$ cat config.mk
export PLATFORM = sky130hd
export DESIGN_NAME = sync_comm_adapter
export DESIGN_NICKNAME = d
export VERILOG_FILES = /design/src/sync_adapter_pkg.sv /design/src/line_bit_if.sv /design/src/rx_char_deframer.sv /design/src/sync_comm_adapter.sv
export SDC_FILE = /design/constraint.sdc
export NUM_CORES = 1
export LEC_CHECK = 0
export BUFFER_PORTS_ARGS = -buffer_cell sky130_fd_sc_hd__buf_2
export CORE_ASPECT_RATIO = 0.7
export CORE_MARGIN = 1
export CORE_UTILIZATION = 59
export CTS_CLUSTER_DIAMETER = 60
export DETAILED_ROUTE_END_ITERATION = 10
export PLACE_DENSITY = 0.79
export SETUP_SLACK_MARGIN = 0.5
export SLEW_MARGIN = 20
export SYNTH_ARGS = -nofsm -noshare
export SYNTH_HDL_FRONTEND = slang
export SYNTH_SLANG_ARGS = --single-unit
$ cat constraint.sdc
create_clock -name core_clk_i -period 5.8 [get_ports core_clk_i]
set_input_delay 0.29 -clock core_clk_i [delete_from_list [all_inputs] [get_ports core_clk_i]]
set_output_delay 0.29 -clock core_clk_i [all_outputs]
set_load 0.02 [all_outputs]
$ cat src/sync_adapter_pkg.sv
// Shared constants and parity function for the synchronous communications adapter
package sync_adapter_pkg;
  // ----------------------------------------
  // Line control characters (7-bit codes)
  // ----------------------------------------
  localparam logic [6:0] SYN_CODE = 7'h16;
  localparam logic [6:0] SOH_CODE = 7'h01;
  localparam logic [6:0] STX_CODE = 7'h02;
  localparam logic [6:0] ETX_CODE = 7'h03;
  localparam logic [6:0] EOT_CODE = 7'h04;
  localparam logic [6:0] ETB_CODE = 7'h17;
  localparam logic [6:0] DLE_CODE = 7'h10;
  localparam logic [6:0] ENQ_CODE = 7'h05;
  localparam logic [6:0] NAK_CODE = 7'h15;
  // ----------------------------------------
  // Counts and field positions
  // ----------------------------------------
  localparam int SYNC_RUN_COUNT = 2;
  localparam int LEAD_SYN_COUNT = 6;
  localparam int CHAR_BITS = 8;
  localparam int PARITY_BIT = 7;
  localparam int CTRL_BIT = 6;
  localparam logic [7:0] RESET_BYTE = 8'h00;
  localparam logic [6:0] RESET_BCC = 7'h00;
  // Odd parity bit for a 7-bit code
  function automatic logic [7:0] with_parity(input logic [6:0] c);
    with_parity = {~(^c), c};
  endfunction : with_parity
endpackage : sync_adapter_pkg

$ cat src/line_bit_if.sv
// Bit-level handshake between the adapter core and its receive deframer
`timescale 1ns/10ps
interface line_bit_if;
  logic bit_tick;
  logic bit_val;
  logic [7:0] char_val;
  logic char_tick;
  logic in_phase;
  modport core (output bit_tick, output bit_val, input char_val, input char_tick, input in_phase);
  modport deframer (input bit_tick, input bit_val, output char_val, output char_tick, output in_phase);
endinterface : line_bit_if

$ cat src/rx_char_deframer.sv
// Receive shift register with SYN hunt and character phase
`timescale 1ns/10ps
module rx_char_deframer
  import sync_adapter_pkg::*;
(
  // Clock and reset
  input wire logic core_clk_i,
  input wire logic rst_n_i,
  input wire logic hunt_i,
  // Bit stream
  line_bit_if.deframer lb
);
  typedef struct packed {
    logic [7:0] rx_reg;
    logic [2:0] bit_cnt;
    logic [1:0] syn_cnt;
    logic phase;
    logic [7:0] char_out;
    logic tick;
  } dfr_state_t;
  dfr_state_t cur_ff;
  dfr_state_t nxt_cur;

  // ----------------------------------------
  // Hunt and assemble
  // ----------------------------------------
  always_comb
  begin
    nxt_cur = cur_ff;
    nxt_cur.tick = 1'b0;
    if (hunt_i)
    begin
      nxt_cur.phase = 1'b0;
      nxt_cur.syn_cnt = 2'd0;
      nxt_cur.bit_cnt = 3'd0;
    end
    else if (lb.bit_tick)
    begin
      nxt_cur.rx_reg = {lb.bit_val, cur_ff.rx_reg[7:1]};
      nxt_cur.bit_cnt = cur_ff.bit_cnt + 3'd1;
      if (!cur_ff.phase)
      begin
        // Before phase every bit is a candidate boundary; after first SYN check in groups of eight
        if (nxt_cur.rx_reg == with_parity(SYN_CODE) && (cur_ff.syn_cnt == 2'd0 || cur_ff.bit_cnt == 3'd7))
        begin
          nxt_cur.bit_cnt = 3'd0;
          if (cur_ff.syn_cnt == 2'(SYNC_RUN_COUNT - 1))
            nxt_cur.phase = 1'b1;
          else
            nxt_cur.syn_cnt = cur_ff.syn_cnt + 2'd1;
        end
        else if (cur_ff.syn_cnt != 2'd0 && cur_ff.bit_cnt == 3'd7)
          nxt_cur.syn_cnt = 2'd0;
      end
      else if (cur_ff.bit_cnt == 3'd7)
      begin
        nxt_cur.char_out = nxt_cur.rx_reg;
        nxt_cur.tick = 1'b1;
      end
    end
  end

  always_ff @(posedge core_clk_i or negedge rst_n_i)
  begin
    if (!rst_n_i)
      cur_ff <= '0;
    else
      cur_ff <= nxt_cur;
  end

  assign lb.char_val = cur_ff.char_out;
  assign lb.char_tick = cur_ff.tick;
  assign lb.in_phase = cur_ff.phase;
endmodule : rx_char_deframer

$ cat src/sync_comm_adapter.sv
// Synchronous communications adapter core: transmit framer, receive checker
// How it works
// - Characters leave bit by bit from the transmit shift register via the send bit flop and arrive into the receive register.
// - Bit timing comes from the modem clock and character phase is declared after two consecutive SYNs.
// - A first received character after sync that is not EOT sets the error flag.
// - DLE followed by EOT is a forced disconnect and never sets the error flag.
// - SOH and the first STX of a block are kept out of the block check.
// - ETB and ETX bits are folded into the block check before it is final.
// - The block check character goes out right after ETB or ETX with nothing between.
// - Memory characters can be turned into control codes and selected control codes are detected on receive.
// - The adapter is half duplex and never sends and receives at once.
// - SYN fill is sent whenever no character is ready during transmit and no end has been requested.
// - Each transmission opens with at least six SYN characters.
// - Every sent character has odd parity and every received one is checked.
// - The block check is seven toggle bits, one per data bit, sent as the check character.
// - The receiver accumulates the same check and flags a mismatch with the received check.
// - SYN fill inside received text is dropped without touching the block.
`timescale 1ns/10ps
module sync_comm_adapter
  import sync_adapter_pkg::*;
(
  // Clock and reset
  input wire logic core_clk_i,
  input wire logic rst_n_i,
  // Operation control
  input wire logic tx_start_i,
  input wire logic rx_start_i,
  input wire logic op_end_i,
  // Processor character in
  input wire logic tx_valid_i,
  input wire logic [6:0] tx_char_i,
  input wire logic tx_ctrl_i,
  output logic tx_ready_o,
  // Processor character out
  output logic rx_valid_o,
  output logic [6:0] rx_char_o,
  output logic rx_ctrl_o,
  output logic [7:0] status_o,
  // Modem pins
  input wire logic modem_clk_i,
  input wire logic modem_rxd_i,
  output logic send_data_o,
  output logic rts_o
);
  typedef enum {IDLE, TX_LEAD, TX_RUN, TX_BCC, RX_RUN} mode_t;
  typedef struct packed {
    logic [1:0] clk_sy;
    logic [1:0] rxd_sy;
    logic clk_last;
    mode_t mode;
    logic [7:0] tx_sr;
    logic [2:0] tx_bit;
    logic [2:0] lead_cnt;
    logic hold_full;
    logic [7:0] hold;
    logic hold_term;
    logic hold_skip;
    logic bcc_next;
    logic [6:0] bcc;
    logic in_block;
    logic send_bit;
    logic first_rx;
    logic dle_seen;
    logic expect_bcc;
    logic error;
    logic busy;
    logic rx_valid;
    logic [6:0] rx_char;
    logic rx_ctrl;
    logic end_req;
    logic last_out;
    logic tx_ready;
    logic sending;
  } core_state_t;
  core_state_t cur_ff;
  core_state_t nxt_cur;
  line_bit_if lb ();
  logic hunt;
  logic bit_edge;
  logic [6:0] rc;

  // ----------------------------------------
  // Receive deframer
  // ----------------------------------------
  assign hunt = (cur_ff.mode != RX_RUN);
  assign bit_edge = cur_ff.clk_sy[1] & ~cur_ff.clk_last;
  assign lb.bit_tick = bit_edge && cur_ff.mode == RX_RUN;
  assign lb.bit_val = cur_ff.rxd_sy[1];
  assign rc = lb.char_val[6:0];

  rx_char_deframer rx_char_deframer_i (
    .core_clk_i(core_clk_i),
    .rst_n_i(rst_n_i),
    .hunt_i(hunt),
    .lb(lb)
  );

  // ----------------------------------------
  // Core state
  // ----------------------------------------
  always_comb
  begin
    nxt_cur = cur_ff;
    nxt_cur.clk_sy = {cur_ff.clk_sy[0], modem_clk_i};
    nxt_cur.rxd_sy = {cur_ff.rxd_sy[0], modem_rxd_i};
    nxt_cur.clk_last = cur_ff.clk_sy[1];
    nxt_cur.rx_valid = 1'b0;
    // Hold register takes one character from the processor bus
    // Taken exactly when ready shows, so a char offered during a check char is not lost
    if (tx_valid_i && cur_ff.tx_ready)
    begin
      nxt_cur.hold = with_parity(tx_ctrl_i ? {1'b0, tx_char_i[5:0]} : tx_char_i);
      nxt_cur.hold_full = 1'b1;
      nxt_cur.hold_term = tx_char_i == ETB_CODE || tx_char_i == ETX_CODE;
      nxt_cur.hold_skip = tx_char_i == SOH_CODE || (tx_char_i == STX_CODE && !cur_ff.in_block);
    end
    case (cur_ff.mode)
      IDLE:
      begin
        // One direction at a time: a start is taken only from idle
        if (tx_start_i)
        begin
          nxt_cur.mode = TX_LEAD;
          nxt_cur.lead_cnt = 3'd0;
          nxt_cur.tx_sr = with_parity(SYN_CODE);
          nxt_cur.tx_bit = 3'd0;
          nxt_cur.error = 1'b0;
          nxt_cur.busy = 1'b1;
          nxt_cur.bcc = RESET_BCC;
          nxt_cur.in_block = 1'b0;
          nxt_cur.bcc_next = 1'b0;
          nxt_cur.end_req = 1'b0;
          nxt_cur.last_out = 1'b0;
        end
        else if (rx_start_i)
        begin
          nxt_cur.mode = RX_RUN;
          nxt_cur.error = 1'b0;
          nxt_cur.busy = 1'b1;
          nxt_cur.first_rx = 1'b1;
          nxt_cur.dle_seen = 1'b0;
          nxt_cur.expect_bcc = 1'b0;
          nxt_cur.bcc = RESET_BCC;
          nxt_cur.in_block = 1'b0;
        end
      end
      TX_LEAD, TX_RUN, TX_BCC:
      begin
        // Kept, so a short end pulse is not lost in mid-character
        if (op_end_i)
          nxt_cur.end_req = 1'b1;
        if (bit_edge)
        begin
          nxt_cur.send_bit = cur_ff.tx_sr[0];
          nxt_cur.tx_sr = {1'b1, cur_ff.tx_sr[7:1]};
          nxt_cur.tx_bit = cur_ff.tx_bit + 3'd1;
          if (cur_ff.tx_bit == 3'd7)
          begin
            if (cur_ff.mode == TX_LEAD && cur_ff.lead_cnt != 3'(LEAD_SYN_COUNT - 1))
            begin
              nxt_cur.lead_cnt = cur_ff.lead_cnt + 3'd1;
              nxt_cur.tx_sr = with_parity(SYN_CODE);
            end
            else if (cur_ff.bcc_next)
            begin
              nxt_cur.tx_sr = with_parity(cur_ff.bcc);
              nxt_cur.bcc_next = 1'b0;
              nxt_cur.bcc = RESET_BCC;
              nxt_cur.in_block = 1'b0;
              nxt_cur.mode = TX_RUN;
            end
            else if (cur_ff.hold_full)
            begin
              nxt_cur.tx_sr = cur_ff.hold;
              nxt_cur.hold_full = 1'b0;
              nxt_cur.mode = cur_ff.hold_term ? TX_BCC : TX_RUN;
              nxt_cur.bcc_next = cur_ff.hold_term;
              if (!cur_ff.hold_skip)
                nxt_cur.bcc = cur_ff.bcc ^ cur_ff.hold[6:0];
              else
                nxt_cur.in_block = 1'b1;
            end
            else if (cur_ff.end_req || op_end_i)
            begin
              // Pad of ones: the last character keeps its full final bit before send is dropped
              nxt_cur.tx_sr = 8'hff;
              nxt_cur.last_out = 1'b1;
              nxt_cur.mode = TX_RUN;
            end
            else
            begin
              nxt_cur.tx_sr = with_parity(SYN_CODE);
              nxt_cur.mode = TX_RUN;
            end
          end
          if (cur_ff.last_out)
          begin
            nxt_cur.mode = IDLE;
            nxt_cur.busy = 1'b0;
            nxt_cur.send_bit = 1'b1;
            nxt_cur.last_out = 1'b0;
            nxt_cur.end_req = 1'b0;
          end
        end
      end
      RX_RUN:
      begin
        if (lb.char_tick)
        begin
          if (^lb.char_val == 1'b0)
            nxt_cur.error = 1'b1;
          if (cur_ff.expect_bcc)
          begin
            if (rc != cur_ff.bcc)
              nxt_cur.error = 1'b1;
            nxt_cur.expect_bcc = 1'b0;
            nxt_cur.bcc = RESET_BCC;
            nxt_cur.in_block = 1'b0;
          end
          else if (rc == SYN_CODE)
            nxt_cur.bcc = cur_ff.bcc;
          else
          begin
            // A leading DLE waits for its partner; only DLE EOT may stand in place of EOT
            nxt_cur.first_rx = cur_ff.first_rx && rc == DLE_CODE && !cur_ff.dle_seen;
            if (cur_ff.first_rx && rc != EOT_CODE && !(rc == DLE_CODE && !cur_ff.dle_seen))
              nxt_cur.error = 1'b1;
            nxt_cur.dle_seen = rc == DLE_CODE;
            if (rc == SOH_CODE || (rc == STX_CODE && !cur_ff.in_block))
              nxt_cur.in_block = 1'b1;
            else if (cur_ff.in_block)
              nxt_cur.bcc = cur_ff.bcc ^ rc;
            nxt_cur.expect_bcc = cur_ff.in_block && (rc == ETB_CODE || rc == ETX_CODE);
            nxt_cur.rx_valid = 1'b1;
            nxt_cur.rx_char = rc;
            nxt_cur.rx_ctrl = rc[6:5] == 2'b00;
          end
        end
        if (op_end_i)
        begin
          nxt_cur.mode = IDLE;
          nxt_cur.busy = 1'b0;
        end
      end
      default: nxt_cur.mode = IDLE;
    endcase
    // Registered copies keep every port straight off a flop
    nxt_cur.tx_ready = nxt_cur.busy && !nxt_cur.hold_full && nxt_cur.mode != RX_RUN;
    nxt_cur.sending = nxt_cur.mode == TX_LEAD || nxt_cur.mode == TX_RUN || nxt_cur.mode == TX_BCC;
  end

  always_ff @(posedge core_clk_i or negedge rst_n_i)
  begin
    if (!rst_n_i)
    begin
      cur_ff <= '0;
      cur_ff.send_bit <= 1'b1;
      cur_ff.mode <= IDLE;
    end
    else
      cur_ff <= nxt_cur;
  end

  // ----------------------------------------
  // Outputs
  // ----------------------------------------
  // Ready is a flop: a character taken on the same edge clears it next cycle
  assign tx_ready_o = cur_ff.tx_ready;
  assign rx_valid_o = cur_ff.rx_valid;
  assign rx_char_o = cur_ff.rx_char;
  assign rx_ctrl_o = cur_ff.rx_ctrl;
  assign status_o = {cur_ff.busy, 6'h00, cur_ff.error};
  assign send_data_o = cur_ff.send_bit;
  assign rts_o = cur_ff.sending;
endmodule : sync_comm_adapter

Yosys cells after proc, flatten, opt, wreduce, memory -nomap -nowiden
Cells that the tools add are included.

Register bits after elaboration: 113. Bits in latches: 0. RAM bits: 0. Bits in read-only memories: 0. Input port bits: 16. Output and inout port bits: 20. Logic and storage cells: 232. Memories: 0.

Add/sub/neg operators: 4. Multipliers: 0. Div/mod/pow operators: 0. $lt $le $gt $ge: 0. Equality and inequality tests: 48. Shift operators: 0. Mux-type cells: 84. Bitwise operators: 9. Reduce and logical (&&, ||, !) cells: 54.

Operator list (count): $mux W32 (5); $eq A32 B2 Y1 const B (4); $mux W40 (3); $eq A32 B3 Y1 const B (3); $pmux W32 S3 (1); $mux W9 (10); $ne A32 B4 Y1 const B (2); $mux W8 (6); $mux W47 (1); $mux W7 (5); $eq A32 B1 Y1 const B (1); $eq A32 B4 Y1 const B (1); $logic_not A32 Y1 (1); $ne A3 B3 Y1 const B (10); $eq A7 B2 Y1 const B (4); $eq A7 B5 Y1 const B (4); $pmux W14 S2 (1); $mux W1 (25); $pmux W8 S3 (1); $ne A2 B2 Y1 const B (10); $mux W2 (9); $reduce_and A4 Y1 (4); $logic_and A1 B1 Y1 (15); $mux W15 (1); other kinds (37) (72).

Depth between registers and ports, before layout
Gate-level depths: netlist (run 1).

Depth after elaboration: 13. Gate-level depth with buffers: 9. Gate-level depth less buffers: 8.

Modules after synthesis
From an unflattened synthesis (run 1), not the netlist that was laid out.

Cell total of the unflattened synthesis: 511. Area total of the unflattened synthesis: 5611.6 µm².

Modules (own cells, without submodules): sync_comm_adapter (times used 1, cells each 430, area each 4550.6 µm², seq. area each 2253.4 µm²); rx_char_deframer (times used 1, cells each 81, area each 1061.0 µm², seq. area each 550.5 µm²).

Worst setup path before layout (run 1)
OpenSTA, ideal clock, no wires.

Path kind: register to register. Start point: reg cur_ff[70] (netlist bit). End point: reg rx_char_deframer_i.cur_ff, in the netlist rx_char_deframer_i.lb.char_val[0]. Setup time: 0.125 ns. Arrival: 2.093 ns. Data required time: 5.675 ns. Slack: 3.583 ns. Cell stages (with the launch flop): 9. Clock period less this slack: 2.217 ns. Path through: dfrtp_1 -> nor4_1 -> and4_1 -> buf_6 -> nand3_2 -> nor2_2 -> and3_1 -> buf_2 -> mux2_2.

Word-level cells in the longest chain between the ends: 3. Elaborated cells between the ends (all ways): 5. Those cells by class: eq/ne (2); bitwise (1); reduce/logical (2).

RTL lines: start, declared (line sync_comm_adapter.sv:75) `core_state_t cur_ff;`; start signal, assigned (line sync_comm_adapter.sv:261) `cur_ff <= nxt_cur;`; $eq A32 B4 Y1 / $ne A32 B4 Y1 (equally long branches) (line sync_comm_adapter.sv:87, sync_comm_adapter.sv:85); $logic_and A1 B1 Y1 / $not A1 Y1 (equally long branches); $reduce_and A4 Y1 (no line) (*); end signal, assigned (line rx_char_deframer.sv:68) `cur_ff <= nxt_cur;`; end, declared (line rx_char_deframer.sv:21) `dfr_state_t cur_ff;`.

Every way passes the cells marked *; elsewhere a longest branch is shown, timed or not. A chain may end at the register's enable or synchronous reset.

Worst setup path in the final report (run 1)
Start point: reg cur_ff[71] (netlist bit). End point: reg cur_ff, in the netlist rx_char_o[0].

Word-level cells in the longest chain between the ends: 2.

RTL lines: $eq A32 B3 Y1 (line sync_comm_adapter.sv:117) `case (cur_ff.mode)`; $reduce_and A4 Y1 (no line).

No other way between the ends.

==> metrics, run 1 <==
status=finished, final reports clean; Worst Min Path Start=modem_clk_i; Reg-to-Reg Start=cur_ff[71]; Via density=slightly below 6; Initial DRC Count=between 300 and 400; switching power=between 300 and 400 uW; Final Core Density=0.6858; final hold vios=0; switching share of power=0.2388; fmax=around 0.32 GHz; die outline height=between 80 and 90 um; Critical Path Fanout Max=11; register bit total from synthesis=~110; I/O pin cnt=36; CP Launch Point=cur_ff[71]; antenna cells=0; register area share after synthesis=0.5218; Netlist cell types=61; Placer Congestion=approximately 0.97; Worst path top cell family by delay=simple AND/OR/NAND/NOR gates; unrepaired setup endpoints after global routing=false; CTS tree=done; Buffers & Inverters on Critical Path=0; total number of vias=a little under 4000; FF+latch area=2804 um^2; Pwr Density=247.2 nW/um^2; drt first pass iters=6; cell area after synthesis=around 5400 um^2; fin. max-slew vios=0; Worst Setup End Kind=register; relative slew slack=0.4241; clk_skew=0.01378 ns; starting density of the core=0.6210; WL per Instance=about 17 um; Die W=roughly 120 um; Clock Latency Late Sink=0.36 ns; # DRC=0; PortBufs=29; clock sinks=roughly 110; clock transition at the registers of the reported paths=around 0.08 ns; P_int=1117 uW; Hold/Removal Path Class=input port to register; CP max-delay cell=nor2_1; Multi-input gate area=2396 um^2; leakage power figure=around 0.0028 uW; Mapped Cells=494; area added between synthesis and finish=10.43%; Reg power frac=0.544; total gr overflow=0; Min Hold Slack=about 0.045 ns; Setup TNS=0 ns; largest net degree at the start of global routing=64; fin area=5934 um^2; layout filler cell count=roughly 680; CP required=6.04 ns; Die Area=around 9500 um^2; routed wire length=11360 um; Clk pwr share=0.422; Tcrit/Tclk final=0.5377; worst vdd ir=approximately 0.19 mV; Critical Path AT=~3.4 ns; DPL Wire Length=between 8000 and 9000 um; Primary FF master, synth=dfrtp_1; CTS H-tree lvls=3; total chip power=roughly 1500 uW; Synth Warn #=0; combinational share of power=0.034; initial antenna violation count=0; Antenna Nets Post-Route=0; Setup crit start kind=register; first-pass GRT wire length=a little under 20000 um; vias in the first global route=around 3900; CTS Buf Count=9; GRT Overall Usage=0.2686; critical-path cell list=nor4_1, and4_1, nand4b_1, nor2_1, mux2_2; mean area per synthesized cell=about 11 um^2; Final nets=580; Synth async-reset ratio=1.000; slowest stage delay, CP=about 0.77 ns; placed inst area=between 5000 and 6000 um^2; row count=28; Tmin final=between 3 and 4 ns; max cap viols=0; Worst-Margin Slew=between 0.8 and 0.9 ns; Max clock buf depth=2; share of cells above drive strength 1=0.1630; EDFF count, synth=0; post-CTS setup buffer count=0; core area=about 8700 um^2; clk root buf=clkbuf_16; critical setup path kind=register to register; Final Setup Violations=0
sequential cells by signal, summed over array words and instances, names as in the netlist:
signal                           flops
send_data_o                          1
rx_ctrl_o                            1
rts_o                                1
rx_char_deframer_i.lb.char_tick      1
cur_ff                              76
rx_valid_o                           1
rx_char_deframer_i.lb.in_phase       1
rx_char_deframer_i.lb.char_val       8
status_o                             2
rx_char_deframer_i.cur_ff           12
tx_ready_o                           1
rx_char_o                            7
through the flow:
stage,worst slack [ns],std cells
after CTS,2.720,666
after floorplan,3.583,528
after global placement,2.986,649
final,2.681,666
after detailed placement,2.769,649
after global routing,2.414,666
power groups by stage:
stage,Combinational (uW),Sequential (uW),Clock (uW)
floorplan,26.2,812,0
global placement,47.7,813,0
detailed placement,49.9,813,0
CTS,50.7,798,629
global route,58.0,799,657
finish,50.2,798,619
repair_timing:
action                    in CTS  in global routing
hold endpoints to repair      48                  0
resized for setup              0                  0
hold buffers                   1                  0
layout make-up:
| type | instances | share of cell area |
|---|---|---|
| Clock buffer | 9 | 0.03795 |
| Clock inverter | 7 | 0.01370 |
| Inverter | 30 | 0.01898 |
| Multi-Input combinational cell | 357 | 0.4038 |
| Sequential cell | 112 | 0.4725 |
| Tap cell | 120 | 0.02530 |
| Timing Repair Buffer | 31 | 0.02783 |
cells by family (layout without fill, tap and decap cells):
family                     after synthesis  count (layout)  synth area share
DFF                                    112             112            0.5218
other                                    1              35         0.0006978
adders and majority gates               23              23           0.05355
buffers and inverters                   59              77           0.05611
AOI/OAI and AO/OA                      121             121            0.1485
and+or+nand+nor                        133             133            0.1343
muxes                                   25              25           0.05239
xor gates and xnor gates                20              20           0.03259
path summary, 6_finish.rpt:
check	cells past startpoint	slack (ns)	endpoint
max in group asynchronous	3	4.09	cur_ff[85]
setup / recovery	5	2.68	rx_char_o[0]
min in group asynchronous	2	0.51	cur_ff[75]
hold / removal	1	0.05	cur_ff[88]
hold reg to reg	0	0.35	cur_ff[89]
setup reg to reg	5	2.68	rx_char_o[0]
cells in the final DEF (no fill, tap or decap), types with 7 or more instances in the layout:
cell type | synthesis | routed
dfrtp_1 | 111 | 111
nand2_1 | 37 | 37
conb_1 | 1 | 35
o21ai_0 | 30 | 30
inv_1 | 29 | 29
buf_2 | 1 | 28
nor2_1 | 27 | 27
mux2_2 | 25 | 25
a21oi_1 | 24 | 24
ha_1 | 23 | 23
xnor2_1 | 16 | 16
a31oi_1 | 13 | 13
nor3_1 | 12 | 12
a2bb2oi_1 | 10 | 10
o22ai_1 | 10 | 10
clkbuf_16 | 0 | 9
nor2b_1 | 7 | 7
nand4_1 | 7 | 7
synthesized netlist by cell type, types with 3 or more instances:
master / number / share of area
nand2b_1: 5 / 0.0058
o2111ai_1: 4 / 0.0065
a31oi_1: 13 / 0.015
a21oi_1: 24 / 0.022
o41ai_1: 3 / 0.0049
nor2_1: 27 / 0.019
nor2b_1: 7 / 0.0081
nor4_1: 4 / 0.0047
clkbuf_1: 10 / 0.0070
nand3_1: 5 / 0.0047
xnor2_1: 16 / 0.026
buf_6: 3 / 0.0063
mux2_2: 25 / 0.052
buf_4: 15 / 0.021
ha_1: 23 / 0.054
dfrtp_1: 111 / 0.52
nor4_2: 4 / 0.0093
o21ai_0: 30 / 0.028
a22o_1: 5 / 0.0081
nor3_1: 12 / 0.011
inv_1: 29 / 0.020
nand2_1: 37 / 0.026
o221ai_1: 3 / 0.0049
and3_1: 3 / 0.0035
o22ai_1: 10 / 0.012
a22oi_1: 5 / 0.0070
xor2_1: 4 / 0.0065
a2bb2oi_1: 10 / 0.016
nand4_1: 7 / 0.0081
metal layers:
metal,up-vias,wire [um],global-route usage
met3,19,740,0.06347
met4,0,188,0.08590
met5,-,0,0
met2,143,5107,0.4190
met1,1955,5320,0.3730
li1,1815,-,-
No activity file was read; power rests on OpenSTA's default activity.
==> inputs of run 2 (changes only) <==
- clock period: 5.8 -> 3.25 ns (I/O delays scaled with it)
==> metrics, run 2 (synthesis results as in run 1) <==
Final WS setup=0.7124 ns (-1.969 ns); Max clock buf depth=2 (unchanged); leakage power figure=0.002789 uW (+1.2%); core area=8653 um^2 (unchanged); Die Area=9500 um^2 (unchanged); Placer Congestion=0.9285 (-4.0%); GRT Overall Usage=0.2692 (+0.0006154); Critical Path AT=2.81 ns (-0.55 ns); initial antenna violation count=0 (unchanged); area added between synthesis and finish=11.92%; most frequent cells in the layout=111 x dfrtp_1, 37 x nand2_1, 35 x conb_1, 30 x o21ai_0, 29 x inv_1; clk_skew=0.01125 ns (-0.002534 ns); FF+latch area=2804 um^2 (unchanged); Top reg by flops=cur_ff; layout filler cell count=646 (-4.7%); Clock Latency Late Sink=0.36 ns (about the same); max cap viols=0 (unchanged); Final nets=588 (+1.4%); die outline height=81.85 um (unchanged); share of cells above drive strength 1=0.1736 (+0.01059); routed wire length=11450 um (+0.79%); Tmin final=2.538 ns (-0.5811 ns); number of flip-flops in the largest register=76 (unchanged); clock sinks=112 (unchanged); drt first pass iters=7 (+1); Setup crit start kind=register; Die W=116.1 um (unchanged); total number of vias=3958 (+0.66%); fin. max-slew vios=0 (unchanged); WL per Instance=17.01 um (-0.26%); CTS H-tree lvls=3 (unchanged); # DRC=0 (unchanged); Tcrit/Tclk final=0.7808 (+0.2431); final hold vios=0 (unchanged); row count=28 (unchanged); DPL Wire Length=8395 um (+2.4%); relative slew slack=0.4921 (+0.06796); unrepaired setup endpoints after global routing=false; most common cell after layout, fill and taps aside=dfrtp_1; total gr overflow=0 (unchanged); first-pass GRT wire length=18930 um (-1.7%); Initial DRC Count=308 (+0.98%); Pwr Density=439.2 nW/um^2 (+78%); setup slack at placement=0.3943 ns (-2.375 ns); clock transition at the registers of the reported paths=0.07 ns (about the same); largest net degree at the start of global routing=59 (-7.8%); antenna cells=0 (unchanged); Antenna Nets Post-Route=0 (unchanged); Final Setup Violations=0 (unchanged); CP required=3.53 ns (-2.51 ns); status=finished, final reports clean; CTS Buf Count=9 (unchanged); Worst Setup End Kind=register; PortBufs=29 (unchanged); worst vdd ir=0.4409 mV (+140%); Critical Path Fanout Max=9 (-2); critical setup path kind=register to register; Worst-Margin Slew=0.7549 ns (-0.1010 ns); vias in the first global route=3766 (-2.8%); I/O pin cnt=36 (unchanged); CTS tree=done; clk root buf=clkbuf_16; starting density of the core=0.6210 (unchanged); Multi-input gate area=2404 um^2 (+0.31%); Setup TNS=0 ns (unchanged); R2R setup slack=0.71 ns (-1.97 ns); Via density=5.881 (-0.39%); Hold/Removal Path Class=input port to register; fmax=0.3941 GHz (+23%)
run 2: cell count changes in the layout (fill, tap and decap cells not counted), moves of 2 or more:
cell	previous run	this run
clkinv_8	2	0
inv_6	3	1
buf_4	2	7
clkinvlp_4	0	2
dlygate4sd3_1	1	3
run 2: routing by layer:
layer,vias up,global-route usage,share of wire
met1,1930,0.3748,0.46
li1,1834,-,-
met3,24,0.07011,0.075
met5,-,0,0
met2,170,0.4089,0.45
met4,0,0.09615,0.017
run 2: path summary, 6_finish.rpt:
path                                   start     endpoint  depth (start not counted)
worst max-delay path              cur_ff[71]   tx_ready_o                          6
worst min-delay path            tx_char_i[0]   cur_ff[30]                          3
worst max register to register    cur_ff[71]   tx_ready_o                          6
worst min register to register    cur_ff[88]   cur_ff[89]                          0
max in group asynchronous            rst_n_i  send_data_o                          3
min in group asynchronous            rst_n_i   cur_ff[70]                          2
run 2: what timing repair did:
action                                  in CTS  in global routing
pin swaps                                    0                  1
hold buffers                                 3                  0
setup buffers                                0                  2
endpoints found under the setup margin       8                 13
gates resized for setup                      2                  1
hold endpoints to repair                    56                  0
run 2: worst max-delay path, cell delays in order, from the launching register on:
cell	delay, ns
dfrtp_1	0.38
nor4_1	0.38
and4_2	0.42
nand3_1	0.35
nor2_2	0.48
a32oi_1	0.23
nor3b_1	0.21
run 2: final cells by class:
type / instances / share of cell area
Clock inverter: 6 / 0.01269
Multi-Input combinational cell: 357 / 0.3996
Inverter: 30 / 0.01872
Clock buffer: 9 / 0.03745
Timing Repair Buffer: 39 / 0.04036
Sequential cell: 112 / 0.4662
Tap cell: 120 / 0.02496
run 2: report_power, final:
group / total (uW) / switching (uW) / internal, uW
sequential: 1420 / 9.33 / 1410
combinational: 93.3 / 63.3 / 30.1
clock: 1120 / 517 / 607
run 2: through the flow:
step           hold WS [ns]  area [um^2]    util  instances  total power (uW)
2_1_floorplan       -0.1331         5502       -        528              1496
3_3_place_gp         0.2299         5660  0.6541        653              1538
3_5_place_dp         0.2452         5660  0.6541        653              1544
4_1_cts              0.1225         5998  0.6932        671              2665
5_1_grt              0.1265         6015  0.6951        673              2736
6_report             0.1248         6015  0.6951        673              2642
==> inputs of run 3 (changes only) <==
- clock period: 3.25 -> 2.34 ns (I/O delays scaled with it)
==> metrics, run 3 (synthesis results as in run 1) <==
status=finished, final reports clean; Initial DRC Count=360 (+17%); share of cells above drive strength 1=0.3106 (+0.1370); antenna cells=0 (unchanged); Critical Path AT=2.48 ns (-0.33 ns); non-filler instance count after layout=722 (+7.3%); CTS Buf Count=9 (unchanged); worst vdd ir=0.3791 mV (-14%); critical-path cell list=nor4_4, and4_4, nand2_4, or4b_4, o221a_4, a31oi_1; unrepaired setup endpoints after global routing=true; clock sinks=112 (unchanged); layout filler cell count=527 (-18%); Setup TNS=0 ns (unchanged); initial antenna violation count=0 (unchanged); Multi-input gate area=2783 um^2 (+16%); placed inst area=5876 um^2 (+3.8%); area added between synthesis and finish=27.82%; Clock Latency Late Sink=0.35 ns (about the same); core area=8653 um^2 (unchanged); Top reg by flops=cur_ff; DR WL met3=1110 um (+29%); Buffers & Inverters on Critical Path=0 (unchanged); fin area=6869 um^2 (+14%); DPL Wire Length=8896 um (+6.0%); Max clock buf depth=2 (unchanged); # DRC=0 (unchanged); clock transition at the registers of the reported paths=0.07 ns (about the same); slowest stage delay, CP=0.52 ns (+0.04 ns); Final nets=636 (+8.2%); Worst path top cell family by delay=simple AND/OR/NAND/NOR gates; total number of vias=4316 (+9.0%); I/O pin cnt=36 (unchanged); vias in the first global route=4072 (+8.1%); Setup crit start kind=register; Hold/Removal Path Class=input port to register; Die W=116.1 um (unchanged); Antenna Nets Post-Route=0 (unchanged); Worst Setup End Kind=register; Final Setup Violations=0 (unchanged); CTS tree=done; WL per Instance=18.95 um (+11%); clk root buf=clkbuf_16; max layer used=met4; CP required=2.61 ns (-0.92 ns); Pwr Density=527.1 nW/um^2 (+20%); R2R setup slack=0.13 ns (-0.58 ns); WHS Path Cells=3 (unchanged); most common cell after layout, fill and taps aside=dfrtp_1; Tcrit/Tclk final=0.9437 (+0.1629); placed cells=674 (+3.2%); leakage power figure=0.003126 uW (+12%); Placer Congestion=0.9166 (-1.3%); drt first pass iters=5 (-2); routed wire length=13690 um (+20%); fmax=0.4529 GHz (+15%); Die Area=9500 um^2 (unchanged); final hold vios=0 (unchanged); total chip power=3621 uW (+37%); fin. max-slew vios=0 (unchanged); Tmin final=2.208 ns (-0.3294 ns); row count=28 (unchanged); number of flip-flops in the largest register=76 (unchanged); largest net degree at the start of global routing=46 (-22%); FF+latch area=2806 um^2 (about the same); Critical Path Fanout Max=7 (-2); die outline height=81.85 um (unchanged); CTS H-tree lvls=3 (unchanged); reg2reg path depth=6 (unchanged); critical setup path kind=register to register; Final Core Density=0.7938 (+0.09876); Worst-Margin Slew=0.6983 ns (-0.05669 ns); CP max-delay cell=or4b_4; first-pass GRT wire length=20500 um (+8.3%); clk_skew=0.009972 ns (-0.001278 ns); Worst path depth=6 (unchanged); WL met1=5968 um (+14%); most frequent cells in the layout=109 x dfrtp_1, 35 x conb_1, 35 x buf_4, 31 x nand2_1, 29 x inv_1; relative slew slack=0.5334 (+0.04130); starting density of the core=0.6210 (unchanged); Via density=5.978 (+1.6%); max cap viols=0 (unchanged); GRT Overall Usage=0.2930 (+0.02380); PortBufs=29 (unchanged); total gr overflow=0 (unchanged); WL met2=6378 um (+24%)
run 3: stage by stage:
step                      setup WS (ns)  hold slack, ns
after floorplan                  0.2093         -0.1786
after global placement           0.1259          0.1295
after detailed placement        0.07368          0.1340
after CTS                        0.1638         0.05805
after global routing            0.07802         0.08011
final                            0.1319         0.05828
run 3: where the power goes:
group / switching, uW / internal, uW / leakage (uW)
combinational: 94.5 / 48.0 / 0.00154
sequential: 21.7 / 1970 / 0.00145
clock: 703 / 788 / 0.000140
total: 819 / 2800 / 0.00313
run 3: final cells by class:
cell class,count,area share
multi-input cells,357,0.4051
clock buffers,11,0.03679
clock inverters,5,0.005829
well taps,120,0.02186
flip-flops and latches,112,0.4086
repair buffers,87,0.1055
inverters,30,0.01639
run 3: tightest hold or removal path: cells and delay by family:
kind | cells | cell delay, ns
buffers and inverters | 2 | 0.17
AO/OA/AOI/OAI | 1 | 0.08
run 3: repair_timing:
| action | CTS | global route |
|---|---|---|
| buffers inserted | 19 | 9 |
| endpoints found under the hold margin | 40 | 0 |
| pin swaps | 23 | 21 |
| setup endpoints to repair | 60 | 61 |
| cloned | 1 | 0 |
| hold buffers | 3 | 0 |
| resized for setup | 62 | 36 |
run 3: path summary, 6_finish.rpt:
kind | end | start
worst max-delay path | cur_ff[25] | cur_ff[84]
worst min-delay path | cur_ff[34] | tx_char_i[4]
worst max register to register | cur_ff[25] | cur_ff[84]
worst min register to register | cur_ff[87] | cur_ff[86]
max in group asynchronous | cur_ff[47] | rst_n_i
min in group asynchronous | cur_ff[43] | rst_n_i
run 3: per-layer routing:
layer,global-route usage,vias to the layer above
met5,0,-
met2,0.4637,217
met1,0.4098,2150
met4,0.08974,0
met3,0.05904,24
li1,-,1925
